File: src/ptptc_pkg.sv
// Purpose: Constants shared by the time clock control block
// Assumes: 250 MHz bus clock, registers one per aligned 32-bit word
// Notes: Register offsets are word indices; byte address is four times the index
package ptptc_pkg;
   // ****************************************
   // Register indices and address decode
   // ****************************************
   localparam int ADDR_W = 16;
   localparam logic [ADDR_W-1:0] IDX_CONTROL = 16'h0600;
   localparam logic [ADDR_W-1:0] IDX_NS_LOW = 16'h0604;
   localparam logic [ADDR_W-1:0] IDX_NS_HIGH = 16'h0606;
   localparam logic [ADDR_W-1:0] IDX_SEC_LOW = 16'h0608;
   localparam logic [ADDR_W-1:0] IDX_SEC_HIGH = 16'h060a;
   localparam logic [ADDR_W-1:0] IDX_PHASE = 16'h060c;
   localparam int BYTE_SHIFT = 2;

   // ****************************************
   // Control field positions and reset value
   // ****************************************
   localparam int CTL_W = 7;
   localparam int BIT_CLK_RESET = 0;
   localparam int BIT_CLK_ENABLE = 1;
   localparam int BIT_CONT_ADJ = 2;
   localparam int BIT_LOAD = 3;
   localparam int BIT_CAPTURE = 4;
   localparam int BIT_STEP_DIR = 5;
   localparam int BIT_STEP = 6;
   localparam logic [CTL_W-1:0] CTL_RESET = 7'h02;
   localparam logic [CTL_W-1:0] CTL_SELF_CLEAR = 7'h59;

   // ****************************************
   // Field widths and reset values
   // ****************************************
   localparam int NS_W = 30;
   localparam int SEC_W = 32;
   localparam int PHASE_W = 3;
   localparam int RATE_W = 30;
   localparam int FRAC_W = 32;
   localparam int NS_HIGH_W = NS_W - 16;
   localparam logic [NS_W-1:0] NS_RESET = 30'h0;
   localparam logic [SEC_W-1:0] SEC_RESET = 32'h0;
   localparam logic [PHASE_W-1:0] PHASE_RESET = 3'h0;
   localparam logic [PHASE_W-1:0] PHASE_LAST = 3'h4;
   localparam logic [NS_W-1:0] NS_PER_SEC = 30'h3b9aca00;

   // ****************************************
   // Timing
   // ****************************************
   localparam int CLK_PERIOD_NS = 4;
   localparam int PHASE_NS = 8;
   localparam int REF_PERIOD_NS = 40;
   localparam int PHASE_CYCLES = (PHASE_NS + CLK_PERIOD_NS - 1) / CLK_PERIOD_NS;
   localparam logic [1:0] SUB_LAST = 2'(PHASE_CYCLES - 1);
   localparam logic [NS_W-1:0] REF_STEP = 30'(REF_PERIOD_NS);

   // ****************************************
   // Bus responses
   // ****************************************
   localparam logic [1:0] RESP_OKAY = 2'h0;
   localparam logic [1:0] RESP_SLVERR = 2'h2;
endpackage

File: src/ptptc_top.sv
// Purpose: Precision time clock with step, capture, load and rate trim, AXI4-Lite slave
// Assumes: aclk at 250 MHz, synchronous active-low reset, rate inputs synchronous
// Notes: Trigger actions happen the cycle after the control write, then self-clear
//
// The AXI4-Lite register port is this design's own decision.
`timescale 1ns/1ps

// Overview of operation
// - Step bit adds/subtracts nanoseconds, then self-clears
// - Step direction 1 adds, 0 subtracts
// - Capture bit samples running time, self-clears
// - Load bit loads running time, self-clears
// - Continuous bit trims rate every reference cycle
// - Enable resets to 1; 0 freezes clock
// - Reset bit clears time clock, self-clears
// - Nanoseconds 30 bits, high bits 15:14 unused
// - Seconds 32 bits, fully writable
// - Advance every 40 ns; phase marks 8 ns
// - Phase codes 0..4 only, 5..7 unused
// - Time register writes zero the phase
// - Rate direction 1 slows, 0 speeds
// - Rate is 30 bits of 2^-32 ns
// - Zero rate disables frequency adjustment
module ptptc_top
   import ptptc_pkg::*;
(
   input wire logic aclk, // Bus and time clock
   input wire logic aresetn, // Synchronous reset, active low
   input wire logic [ptptc_pkg::ADDR_W-1:0] s_axi_awaddr, // Write address
   input wire logic [2:0] s_axi_awprot, // Write protection, unused
   input wire logic s_axi_awvalid, // Write address valid
   output logic s_axi_awready, // Write address ready
   input wire logic [31:0] s_axi_wdata, // Write data
   input wire logic [3:0] s_axi_wstrb, // Write byte strobes
   input wire logic s_axi_wvalid, // Write data valid
   output logic s_axi_wready, // Write data ready
   output logic [1:0] s_axi_bresp, // Write response
   output logic s_axi_bvalid, // Write response valid
   input wire logic s_axi_bready, // Write response ready
   input wire logic [ptptc_pkg::ADDR_W-1:0] s_axi_araddr, // Read address
   input wire logic [2:0] s_axi_arprot, // Read protection, unused
   input wire logic s_axi_arvalid, // Read address valid
   output logic s_axi_arready, // Read address ready
   output logic [31:0] s_axi_rdata, // Read data
   output logic [1:0] s_axi_rresp, // Read response
   output logic s_axi_rvalid, // Read data valid
   input wire logic s_axi_rready, // Read data ready
   input wire logic [ptptc_pkg::RATE_W-1:0] rate_value, // Rate trim, 2^-32 ns units
   input wire logic rate_direction // 1 slows the clock, 0 speeds it
);
   import ptptc_pkg::*;

   // ****************************************
   // Declarations
   // ****************************************
   logic awready_ff;
   logic wready_ff;
   logic bvalid_ff;
   logic [1:0] bresp_ff;
   logic arready_ff;
   logic rvalid_ff;
   logic [31:0] rdata_ff;
   logic [1:0] rresp_ff;
   logic [ADDR_W-1:0] waddr_ff;
   logic [31:0] wdata_ff;
   logic [3:0] wstrb_ff;
   logic aw_have_ff;
   logic w_have_ff;
   logic [CTL_W-1:0] ctl_ff;
   logic [NS_W-1:0] ns_reg_ff;
   logic [SEC_W-1:0] sec_reg_ff;
   logic [PHASE_W-1:0] phase_reg_ff;
   logic [NS_W-1:0] rt_ns_ff;
   logic [SEC_W-1:0] rt_sec_ff;
   logic [PHASE_W-1:0] rt_phase_ff;
   logic [1:0] sub_ff;
   logic [FRAC_W-1:0] frac_ff;
   logic do_write;
   logic [ADDR_W-1:0] widx;
   logic [ADDR_W-1:0] ridx;
   logic wmapped;
   logic [15:0] wmask;
   logic [15:0] wval;
   logic time_reg_write;
   logic ref_tick;
   logic adj_active;
   logic [FRAC_W:0] frac_sum;
   logic [FRAC_W:0] frac_diff;
   logic [FRAC_W-1:0] nxt_frac;
   logic [NS_W-1:0] tick_inc;
   logic [NS_W:0] ns_sum;
   logic [NS_W-1:0] nxt_tick_ns;
   logic nxt_tick_carry;
   logic [NS_W:0] step_sum;
   logic [NS_W-1:0] nxt_step_ns;
   logic [SEC_W-1:0] nxt_step_sec;
   logic [31:0] nxt_rdata;
   logic nxt_rmapped;

   assign s_axi_awready = awready_ff;
   assign s_axi_wready = wready_ff;
   assign s_axi_bvalid = bvalid_ff;
   assign s_axi_bresp = bresp_ff;
   assign s_axi_arready = arready_ff;
   assign s_axi_rvalid = rvalid_ff;
   assign s_axi_rdata = rdata_ff;
   assign s_axi_rresp = rresp_ff;

   // ****************************************
   // Write channel handshakes
   // ****************************************
   assign do_write = aw_have_ff & w_have_ff & ~bvalid_ff;
   assign widx = waddr_ff >> BYTE_SHIFT;
   assign wmask = {{8{wstrb_ff[1]}}, {8{wstrb_ff[0]}}};
   assign wval = wdata_ff[15:0];

   always_comb
   begin
      case (widx)
         IDX_CONTROL, IDX_NS_LOW, IDX_NS_HIGH, IDX_SEC_LOW, IDX_SEC_HIGH, IDX_PHASE:
            wmapped = (waddr_ff[1:0] == 2'h0);
         default:
            wmapped = 1'b0;
      endcase
   end

   always_ff @(posedge aclk)
   begin
      if (!aresetn)
      begin
         awready_ff <= 1'b1;
         aw_have_ff <= 1'b0;
         waddr_ff <= '0;
      end
      else if (s_axi_awvalid && awready_ff)
      begin
         awready_ff <= 1'b0;
         aw_have_ff <= 1'b1;
         waddr_ff <= s_axi_awaddr;
      end
      else if (do_write)
         aw_have_ff <= 1'b0;
      else if (bvalid_ff && s_axi_bready)
         awready_ff <= 1'b1;
   end

   always_ff @(posedge aclk)
   begin
      if (!aresetn)
      begin
         wready_ff <= 1'b1;
         w_have_ff <= 1'b0;
         wdata_ff <= '0;
         wstrb_ff <= '0;
      end
      else if (s_axi_wvalid && wready_ff)
      begin
         wready_ff <= 1'b0;
         w_have_ff <= 1'b1;
         wdata_ff <= s_axi_wdata;
         wstrb_ff <= s_axi_wstrb;
      end
      else if (do_write)
         w_have_ff <= 1'b0;
      else if (bvalid_ff && s_axi_bready)
         wready_ff <= 1'b1;
   end

   always_ff @(posedge aclk)
   begin
      if (!aresetn)
      begin
         bvalid_ff <= 1'b0;
         bresp_ff <= RESP_OKAY;
      end
      else if (do_write)
      begin
         bvalid_ff <= 1'b1;
         bresp_ff <= wmapped ? RESP_OKAY : RESP_SLVERR;
      end
      else if (s_axi_bready)
         bvalid_ff <= 1'b0;
   end

   // ****************************************
   // Control register
   // ****************************************
   // Triggers written as 1 act on the next edge and clear there
   always_ff @(posedge aclk)
   begin
      if (!aresetn)
         ctl_ff <= CTL_RESET;
      else if (do_write && wmapped && widx == IDX_CONTROL)
         ctl_ff <= (ctl_ff & ~wmask[CTL_W-1:0]) | (wval[CTL_W-1:0] & wmask[CTL_W-1:0]);
      else
         ctl_ff <= ctl_ff & ~CTL_SELF_CLEAR;
   end

   // ****************************************
   // Software time registers
   // ****************************************
   assign time_reg_write = do_write && wmapped && (widx == IDX_NS_LOW ||
      widx == IDX_NS_HIGH || widx == IDX_SEC_LOW || widx == IDX_SEC_HIGH);

   always_ff @(posedge aclk)
   begin
      if (!aresetn)
      begin
         ns_reg_ff <= NS_RESET;
         sec_reg_ff <= SEC_RESET;
         phase_reg_ff <= PHASE_RESET;
      end
      else if (ctl_ff[BIT_CAPTURE])
      begin
         ns_reg_ff <= rt_ns_ff;
         sec_reg_ff <= rt_sec_ff;
         phase_reg_ff <= rt_phase_ff;
      end
      else if (do_write && wmapped)
      begin
         case (widx)
            IDX_NS_LOW:
               ns_reg_ff[15:0] <= (ns_reg_ff[15:0] & ~wmask) | (wval & wmask);
            IDX_NS_HIGH:
               ns_reg_ff[NS_W-1:16] <= (ns_reg_ff[NS_W-1:16] & ~wmask[NS_HIGH_W-1:0]) |
                  (wval[NS_HIGH_W-1:0] & wmask[NS_HIGH_W-1:0]);
            IDX_SEC_LOW:
               sec_reg_ff[15:0] <= (sec_reg_ff[15:0] & ~wmask) | (wval & wmask);
            IDX_SEC_HIGH:
               sec_reg_ff[31:16] <= (sec_reg_ff[31:16] & ~wmask) | (wval & wmask);
            IDX_PHASE:
               if (wmask[0] && wval[PHASE_W-1:0] <= PHASE_LAST)
                  phase_reg_ff <= wval[PHASE_W-1:0];
            default:
               phase_reg_ff <= phase_reg_ff;
         endcase
         if (time_reg_write)
            phase_reg_ff <= PHASE_RESET;
      end
   end

   // ****************************************
   // Reference cycle and rate trim arithmetic
   // ****************************************
   assign ref_tick = ctl_ff[BIT_CLK_ENABLE] && rt_phase_ff == PHASE_LAST &&
      sub_ff == SUB_LAST;
   assign adj_active = ctl_ff[BIT_CONT_ADJ] && rate_value != '0;
   assign frac_sum = {1'b0, frac_ff} + {3'h0, rate_value};
   assign frac_diff = {1'b0, frac_ff} - {3'h0, rate_value};

   always_comb
   begin
      nxt_frac = frac_ff;
      tick_inc = REF_STEP;
      if (adj_active)
      begin
         if (rate_direction)
         begin
            nxt_frac = frac_diff[FRAC_W-1:0];
            tick_inc = frac_diff[FRAC_W] ? REF_STEP - 30'h1 : REF_STEP;
         end
         else
         begin
            nxt_frac = frac_sum[FRAC_W-1:0];
            tick_inc = frac_sum[FRAC_W] ? REF_STEP + 30'h1 : REF_STEP;
         end
      end
   end

   always_comb
   begin
      ns_sum = {1'b0, rt_ns_ff} + {1'b0, tick_inc};
      nxt_tick_carry = ns_sum >= {1'b0, NS_PER_SEC};
      nxt_tick_ns = nxt_tick_carry ? NS_W'(ns_sum - {1'b0, NS_PER_SEC}) : ns_sum[NS_W-1:0];
   end

   // ****************************************
   // Step adjustment arithmetic
   // ****************************************
   always_comb
   begin
      step_sum = {1'b0, rt_ns_ff} + {1'b0, ns_reg_ff};
      nxt_step_ns = step_sum[NS_W-1:0];
      nxt_step_sec = rt_sec_ff;
      if (ctl_ff[BIT_STEP_DIR])
      begin
         if (step_sum >= {1'b0, NS_PER_SEC})
         begin
            nxt_step_ns = NS_W'(step_sum - {1'b0, NS_PER_SEC});
            nxt_step_sec = rt_sec_ff + 32'h1;
         end
      end
      else if (rt_ns_ff < ns_reg_ff)
      begin
         nxt_step_ns = rt_ns_ff + NS_PER_SEC - ns_reg_ff;
         nxt_step_sec = rt_sec_ff - 32'h1;
      end
      else
         nxt_step_ns = rt_ns_ff - ns_reg_ff;
   end

   // ****************************************
   // Running time clock
   // ****************************************
   always_ff @(posedge aclk)
   begin
      if (!aresetn || ctl_ff[BIT_CLK_RESET])
      begin
         rt_ns_ff <= NS_RESET;
         rt_sec_ff <= SEC_RESET;
         rt_phase_ff <= PHASE_RESET;
         sub_ff <= 2'h0;
         frac_ff <= '0;
      end
      else if (ctl_ff[BIT_LOAD])
      begin
         rt_ns_ff <= ns_reg_ff;
         rt_sec_ff <= sec_reg_ff;
         rt_phase_ff <= phase_reg_ff;
         sub_ff <= 2'h0;
      end
      else if (ctl_ff[BIT_STEP])
      begin
         rt_ns_ff <= nxt_step_ns;
         rt_sec_ff <= nxt_step_sec;
      end
      else if (ctl_ff[BIT_CLK_ENABLE])
      begin
         if (sub_ff == SUB_LAST)
         begin
            sub_ff <= 2'h0;
            rt_phase_ff <= (rt_phase_ff == PHASE_LAST) ? PHASE_RESET :
               rt_phase_ff + 3'h1;
         end
         else
            sub_ff <= sub_ff + 2'h1;
         if (ref_tick)
         begin
            rt_ns_ff <= nxt_tick_ns;
            frac_ff <= nxt_frac;
            if (nxt_tick_carry)
               rt_sec_ff <= rt_sec_ff + 32'h1;
         end
      end
   end

   // ****************************************
   // Read channel
   // ****************************************
   assign ridx = s_axi_araddr >> BYTE_SHIFT;

   always_comb
   begin
      nxt_rdata = 32'h0;
      nxt_rmapped = (s_axi_araddr[1:0] == 2'h0);
      case (ridx)
         IDX_CONTROL:
            nxt_rdata[CTL_W-1:0] = ctl_ff;
         IDX_NS_LOW:
            nxt_rdata[15:0] = ns_reg_ff[15:0];
         IDX_NS_HIGH:
            nxt_rdata[NS_HIGH_W-1:0] = ns_reg_ff[NS_W-1:16];
         IDX_SEC_LOW:
            nxt_rdata[15:0] = sec_reg_ff[15:0];
         IDX_SEC_HIGH:
            nxt_rdata[15:0] = sec_reg_ff[31:16];
         IDX_PHASE:
            nxt_rdata[PHASE_W-1:0] = phase_reg_ff;
         default:
            nxt_rmapped = 1'b0;
      endcase
   end

   always_ff @(posedge aclk)
   begin
      if (!aresetn)
      begin
         arready_ff <= 1'b1;
         rvalid_ff <= 1'b0;
         rdata_ff <= 32'h0;
         rresp_ff <= RESP_OKAY;
      end
      else if (s_axi_arvalid && arready_ff)
      begin
         arready_ff <= 1'b0;
         rvalid_ff <= 1'b1;
         rdata_ff <= nxt_rmapped ? nxt_rdata : 32'h0;
         rresp_ff <= nxt_rmapped ? RESP_OKAY : RESP_SLVERR;
      end
      else if (rvalid_ff && s_axi_rready)
      begin
         rvalid_ff <= 1'b0;
         arready_ff <= 1'b1;
      end
   end

endmodule

File: config.mk
export PLATFORM = sky130hd
export DESIGN_NAME = ptptc_top
export DESIGN_NICKNAME = d
export VERILOG_FILES = /design/src/ptptc_pkg.sv /design/src/ptptc_top.sv
export SDC_FILE = /design/constraint.sdc
export NUM_CORES = 1
export LEC_CHECK = 0
export BUFFER_PORTS_ARGS = -buffer_cell sky130_fd_sc_hd__buf_2
export CAP_MARGIN = 5
export CORE_AREA = 2 2 300 302
export DETAILED_ROUTE_END_ITERATION = 16
export DIE_AREA = 0 0 302 304
export SLEW_MARGIN = 20
export SYNTH_ARGS = -nofsm -noshare
export SYNTH_HDL_FRONTEND = slang
export SYNTH_SLANG_ARGS = --single-unit
File: constraint.sdc
create_clock -name aclk -period 9.05 [get_ports aclk]
set_clock_uncertainty 0.05 [all_clocks]
set_input_delay 1.81 -clock aclk [delete_from_list [all_inputs] [get_ports aclk]]
set_output_delay 1.81 -clock aclk [all_outputs]
set_load 0.01 [all_outputs]
==> results.json, run 1 <==
{
  "cts_hold_buf": 0,
  "gp_congestion": 0.951,
  "status": "finished clean",
  "grt_pass1_vias": 20900,
  "setup_violations": 0,
  "die_x_um": 302,
  "cts-root-buf": "clkbuf_16",
  "drive_above_1_share": 0.0939,
  "path_common_cell": "a21oi_1",
  "cp_max_fo": 9,
  "reg2reg_to": "rt_sec_ff[8]",
  "avgRoutedWirePerCell_um": 18.4,
  "timing.rr.start": "frac_ff[0]",
  "finalCritPeriodShare": 0.937,
  "drtPass1Iterations": 6,
  "drv_cap": 0,
  "slew_viol_final": 0,
  "reg2reg_depth": 32,
  "tns_ns": 0,
  "portBuffers": 110,
  "yosys_warnings": 0,
  "initial_core_util": 0.248,
  "cts_buffers": 26,
  "core-area_mm2": 0.0890,
  "irDropWorstVdd_mv": 0.125,
  "design_area_mm2": 0.0249,
  "die_area_mm2": 0.0918,
  "syn_area_mm2": 0.0220,
  "ys_ff_latch": 230,
  "synth_area_per_cell_um2": 7.28,
  "grt_max_degree": 79,
  "fmax_mhz": 118,
  "cts.htree.levels": 1,
  "hold_viol_final": 0,
  "finalCriticalPeriod_ns": 8.48,
  "slew_headroom": 0.239,
  "clock-sinks": 230,
  "cts_resized": 0,
  "ys_seq_area_frac": 0.209,
  "final-seq-area_mm2": 0.00461,
  "crit_path_end_kind": "flop",
  "netlist.area_leader.share": 0.209,
  "rsz0062_at_grt": "no",
  "synthDistinctLibCells": 91,
  "die_h_um": 304,
  "track_usage": 0.164,
  "cp_slowest_cell": "o41ai_1",
  "drt-vias-per-instance": 5.32,
  "vias": 22600,
  "multi_input_area_mm2": 0.0160,
  "slowest_delay_ns": 0.45,
  "setup.worst_path.end": "rt_sec_ff[8]",
  "nFillCells": 9666,
  "final_common_cell": "nor2_1",
  "synth_cells": 3027,
  "clk_path_buf_depth": 3,
  "post_cts_buffers": 0,
  "io_pins": 153,
  "grt_pass1_wl_mm": 121,
  "min_path_type": "flop to flop",
  "r2r_setup_slack_ns": 1.61,
  "startpoint_type": "input port",
  "synth_area_leader_cell": "dfxtp_1",
  "dr.first_iter.drc_count": 2190,
  "nets": 3350,
  "layout_common_cells": "nor2_1, a21oi_1, nand2_1",
  "p_per_area_mw_per_mm2": 100,
  "crit_required_ns": 9.45,
  "synthToLayoutAreaGrowth_pct": 13.0,
  "fin_util": 0.280,
  "synthArstFlopShare": 0,
  "synth_edf_count": 0,
  "synth.area.top_cells": "dfxtp_1, ha_1, a21oi_1",
  "crit_type": "input port to flop",
  "tritoncts": "done",
  "total_power_mw": 2.50,
  "synth_ff_type": "dfxtp_1",
  "ant_nets": 0,
  "clock_latency_ns": 0.56,
  "dp_hpwl_mm": 58.5,
  "drc_errors": 0,
  "cp_data_arrival_time_ns": 8.88,
  "crit_start": "rate_value[2]",
  "power.leakage_nw": 9.59,
  "routed_wl_mm": 77.9,
  "worstMarginPinSlew_ns": 1.14,
  "clk_pin_slew_ns": 0.06,
  "overflow": 0,
  "row_count": 110,
  "grt_antenna_before_repair": 0,
  "post_dp_cell_area_mm2": 0.0239
}
[cells in the mapped netlist (7+ instances only)]
cell type,n
o41ai_1,10
xor2_1,47
nor3_1,76
a31o_2,10
dfxtp_1,230
nand2b_1,30
buf_2,13
nor4_1,33
and2_1,32
buf_4,22
and3_1,35
xnor2_1,124
or2_2,11
or4_1,8
nor2_1,335
nor2b_1,34
a32o_1,24
o21a_1,12
nand4_1,22
inv_1,183
a21o_1,49
or3_1,28
mux2i_1,31
clkbuf_1,158
a31oi_1,34
o21bai_1,31
o21ai_0,138
nand3_1,64
a21oi_1,324
a22oi_1,15
nand2_1,266
a221oi_1,28
fa_1,22
nand3b_1,7
nor3b_1,7
a211oi_1,110
o221ai_1,10
buf_1,14
ha_1,169
o22ai_1,8
o31ai_1,24
o211ai_1,49
nor4b_1,8
a222oi_1,22
[worst min-delay path by stage]
stage	end	cells past startpoint	start	slack, ns
finish	sub_ff[1]	2	sub_ff[1]	0.39
floorplan	sub_ff[1]	2	sub_ff[1]	0.36
detailed placement	sub_ff[1]	2	sub_ff[1]	0.38
global route	wdata_ff[9]	2	wdata_ff[9]	0.42
global placement	sub_ff[1]	2	sub_ff[1]	0.37
CTS	sub_ff[1]	2	sub_ff[1]	0.39
[power by group]
group          switching [mW]  leakage (nW)  internal, mW
clock network           0.471         0.482         0.784
logic                   0.131          7.24        0.0699
registers              0.0141          1.86          1.03
total                   0.616          9.59          1.88
[per-layer routing]
| layer | part of all wire | GRT usage | vias up |
|---|---|---|---|
| li1 | - | - | 10900 |
| met1 | 0.45 | 0.224 | 10700 |
| met2 | 0.45 | 0.266 | 843 |
| met3 | 0.067 | 0.0175 | 135 |
| met4 | 0.033 | 0.0551 | 0 |
| met5 | 0 | 0 | - |
[critical path: cells and delay by family]
family | cells | cell delay, ns
AO/OA/AOI/OAI | 19 | 3.86
AND/OR/NAND/NOR | 7 | 1.86
adder cells (fa/ha/maj) | 3 | 0.73
buffers and inverters | 4 | 0.59
[layout make-up]
cell class                      instances  area share
Inverter                              188      0.0284
Antenna cell                            1    0.000101
Multi-Input combinational cell       2418       0.642
Clock inverter                         10     0.00930
Timing Repair Buffer                  183      0.0451
Clock buffer                           37      0.0307
Tap cell                             1176      0.0591
Sequential cell                       230       0.185
[through the flow]
step / hold slack [ns] / instances / worst slack (ns)
after CTS: 0.389 / 4242 / 0.666
after detailed placement: 0.379 / 4195 / 0.156
after global placement: 0.372 / 4195 / 0.177
final: 0.390 / 4243 / 0.571
after global routing: 0.416 / 4242 / 0.0853
after floorplan: 0.362 / 3044 / 1.04
[cell families (layout without fill, tap and decap cells)]
family	after synthesis	in the layout	share of synthesized area
simple gates	1009	1009	0.214
buf+inv	396	418	0.0723
fa+ha+maj	191	191	0.116
other cells	1	19	0.000170
xor+xnor	172	172	0.0687
mux	38	38	0.0192
flops	230	230	0.209
compound gates	990	990	0.301
No activity file was read; power rests on OpenSTA's default activity.
==> run 2, diff against run 1 <==
Settings changed: CELL_PAD_IN_SITES_DETAIL_PLACEMENT set to 2, CELL_PAD_IN_SITES_GLOBAL_PLACEMENT set to 2, CTS_CLUSTER_SIZE set to 8, PLACE_DENSITY_LB_ADDON set to 0.1.
==> run 2 against run 1 <==
Net effect:
- combinational power increased by 10%
- sequential share of layout area decreased by 0.34 points
- cell area increased by 1.9%
- maximum frequency increased by 0.17%
- sequential power about the same
- cell count increased by 1.5%
- global-route usage increased by 6.2 points
- worst hold slack improved by 0.015 ns
- core utilization increased by 0.54 points
==> results.json, run 2 (synthesized netlist as in run 1, its figures left out) <==
{
  "drtPass1Iterations": 5,
  "setup_violations": 0,
  "grt_max_degree": 85,
  "initial_core_util": 0.248,
  "hold_viol_final": 0,
  "cp_max_fo": 8,
  "cp_slowest_cell": "fa_1",
  "routed_wl_mm": 106,
  "dr.first_iter.drc_count": 1163,
  "fmax_mhz": 118,
  "cts_hold_buf": 0,
  "crit_required_ns": 9.45,
  "power.leakage_nw": 9.89,
  "rsz0062_at_grt": "no",
  "startpoint_type": "input port",
  "dp_hpwl_mm": 80.9,
  "layout_common_cells": "nor2_1, a21oi_1, nand2_1",
  "clk_pin_slew_ns": 0.06,
  "final-seq-area_mm2": 0.00461,
  "worstMarginPinSlew_ns": 1.17,
  "track_usage": 0.226,
  "crit_path_end_kind": "flop",
  "grt_antenna_before_repair": 1,
  "cts-root-buf": "clkbuf_16",
  "drc_errors": 0,
  "tritoncts": "done",
  "path_common_cell": "a21oi_1",
  "clock_latency_ns": 0.56,
  "finalCritPeriodShare": 0.935,
  "final_common_cell": "nor2_1",
  "nFillCells": 10400,
  "die_area_mm2": 0.0918,
  "status": "finished clean",
  "portBuffers": 110,
  "slew_headroom": 0.221,
  "post_cts_buffers": 0,
  "slew_viol_final": 0,
  "multi_input_area_mm2": 0.0160,
  "irDropWorstVdd_mv": 0.107,
  "drt-vias-per-instance": 5.44,
  "nets": 3418,
  "finalCriticalPeriod_ns": 8.46,
  "clk_path_buf_depth": 3,
  "die_x_um": 302,
  "synthToLayoutAreaGrowth_pct": 15.1,
  "core-area_mm2": 0.0890,
  "total_power_mw": 2.57,
  "drv_cap": 0,
  "avgRoutedWirePerCell_um": 24.6,
  "row_count": 110,
  "cts_buffers": 37,
  "drive_above_1_share": 0.111,
  "io_pins": 153,
  "ant_nets": 0,
  "vias": 23400,
  "slowest_delay_ns": 0.42,
  "overflow": 0,
  "grt_pass1_vias": 25100,
  "cts.htree.levels": 2,
  "gp_congestion": 0.887,
  "crit_type": "input port to flop",
  "clock-sinks": 230,
  "die_h_um": 304,
  "cp_data_arrival_time_ns": 8.87,
  "min_path_type": "flop to flop",
  "grt_pass1_wl_mm": 160,
  "p_per_area_mw_per_mm2": 101,
  "tns_ns": 0
}
[run 2: cell types whose count changed in the layout (fill, tap and decap cells not counted), moves of 2 or more]
cell       change
buf_4         +56
clkbuf_16     +10
bufinv_16      -7
clkbuf_1       +3
clkbuf_8       -2
inv_6          +2
nor4_1         +2
nor4_2         -2
[run 2: cell type report]
type | instances | area share
clock buffers | 48 | 0.0393
flip-flops and latches | 230 | 0.182
inverters | 188 | 0.0279
diodes | 2 | 0.000197
multi-input cells | 2418 | 0.630
well taps | 1176 | 0.0580
repair buffers | 240 | 0.0616
clock inverters | 4 | 0.00108
[run 2: power breakdown]
| group | switching [mW] | leakage, nW | internal (mW) |
|---|---|---|---|
| Clock | 0.548 | 0.504 | 0.761 |
| Combinational | 0.145 | 7.53 | 0.0757 |
| Sequential | 0.0147 | 1.86 | 1.03 |
[run 2: worst paths after layout]
kind / startpoint / endpoint / slack (ns) / cells past startpoint
setup / recovery: rate_value[0] / rt_sec_ff[14] / 0.59 / 34
hold / removal: wdata_ff[7] / wdata_ff[7] / 0.40 / 2
setup reg to reg: frac_ff[0] / rt_sec_ff[14] / 1.60 / 33
hold reg to reg: wdata_ff[7] / wdata_ff[7] / 0.40 / 2
[run 2: timing repair]
action                                  in CTS  in global routing
endpoints found under the setup margin       0                 53
gates resized for setup                      0                  6
endpoints found under the hold margin        0                  0
[run 2: per-layer routing]
layer / track usage / share of wire / up-vias
met3: 0.0253 / 0.033 / 120
met1: 0.306 / 0.47 / 11900
met2: 0.380 / 0.47 / 379
li1: - / - / 11000
met5: 0 / 0 / -
met4: 0.0561 / 0.024 / 0
[run 2: stage by stage]
stage	utilization	area (um^2)	std cells	worst slack (ns)	hold WS (ns)
2_1_floorplan	-	22100	3044	1.04	0.362
3_3_place_gp	0.273	24300	4252	-0.426	0.375
3_5_place_dp	0.273	24300	4252	-0.499	0.403
4_1_cts	0.285	25300	4304	0.0871	0.409
5_1_grt	0.285	25400	4304	0.0486	0.417
6_report	0.285	25400	4306	0.585	0.405
[run 2: worst max-delay path: cells and delay by family]
kind / cells / cell delay [ns]
AOI/OAI and AO/OA: 19 / 3.73
and+or+nand+nor: 7 / 1.37
buffers and inverters: 4 / 0.63
adders and majority gates: 4 / 1.30
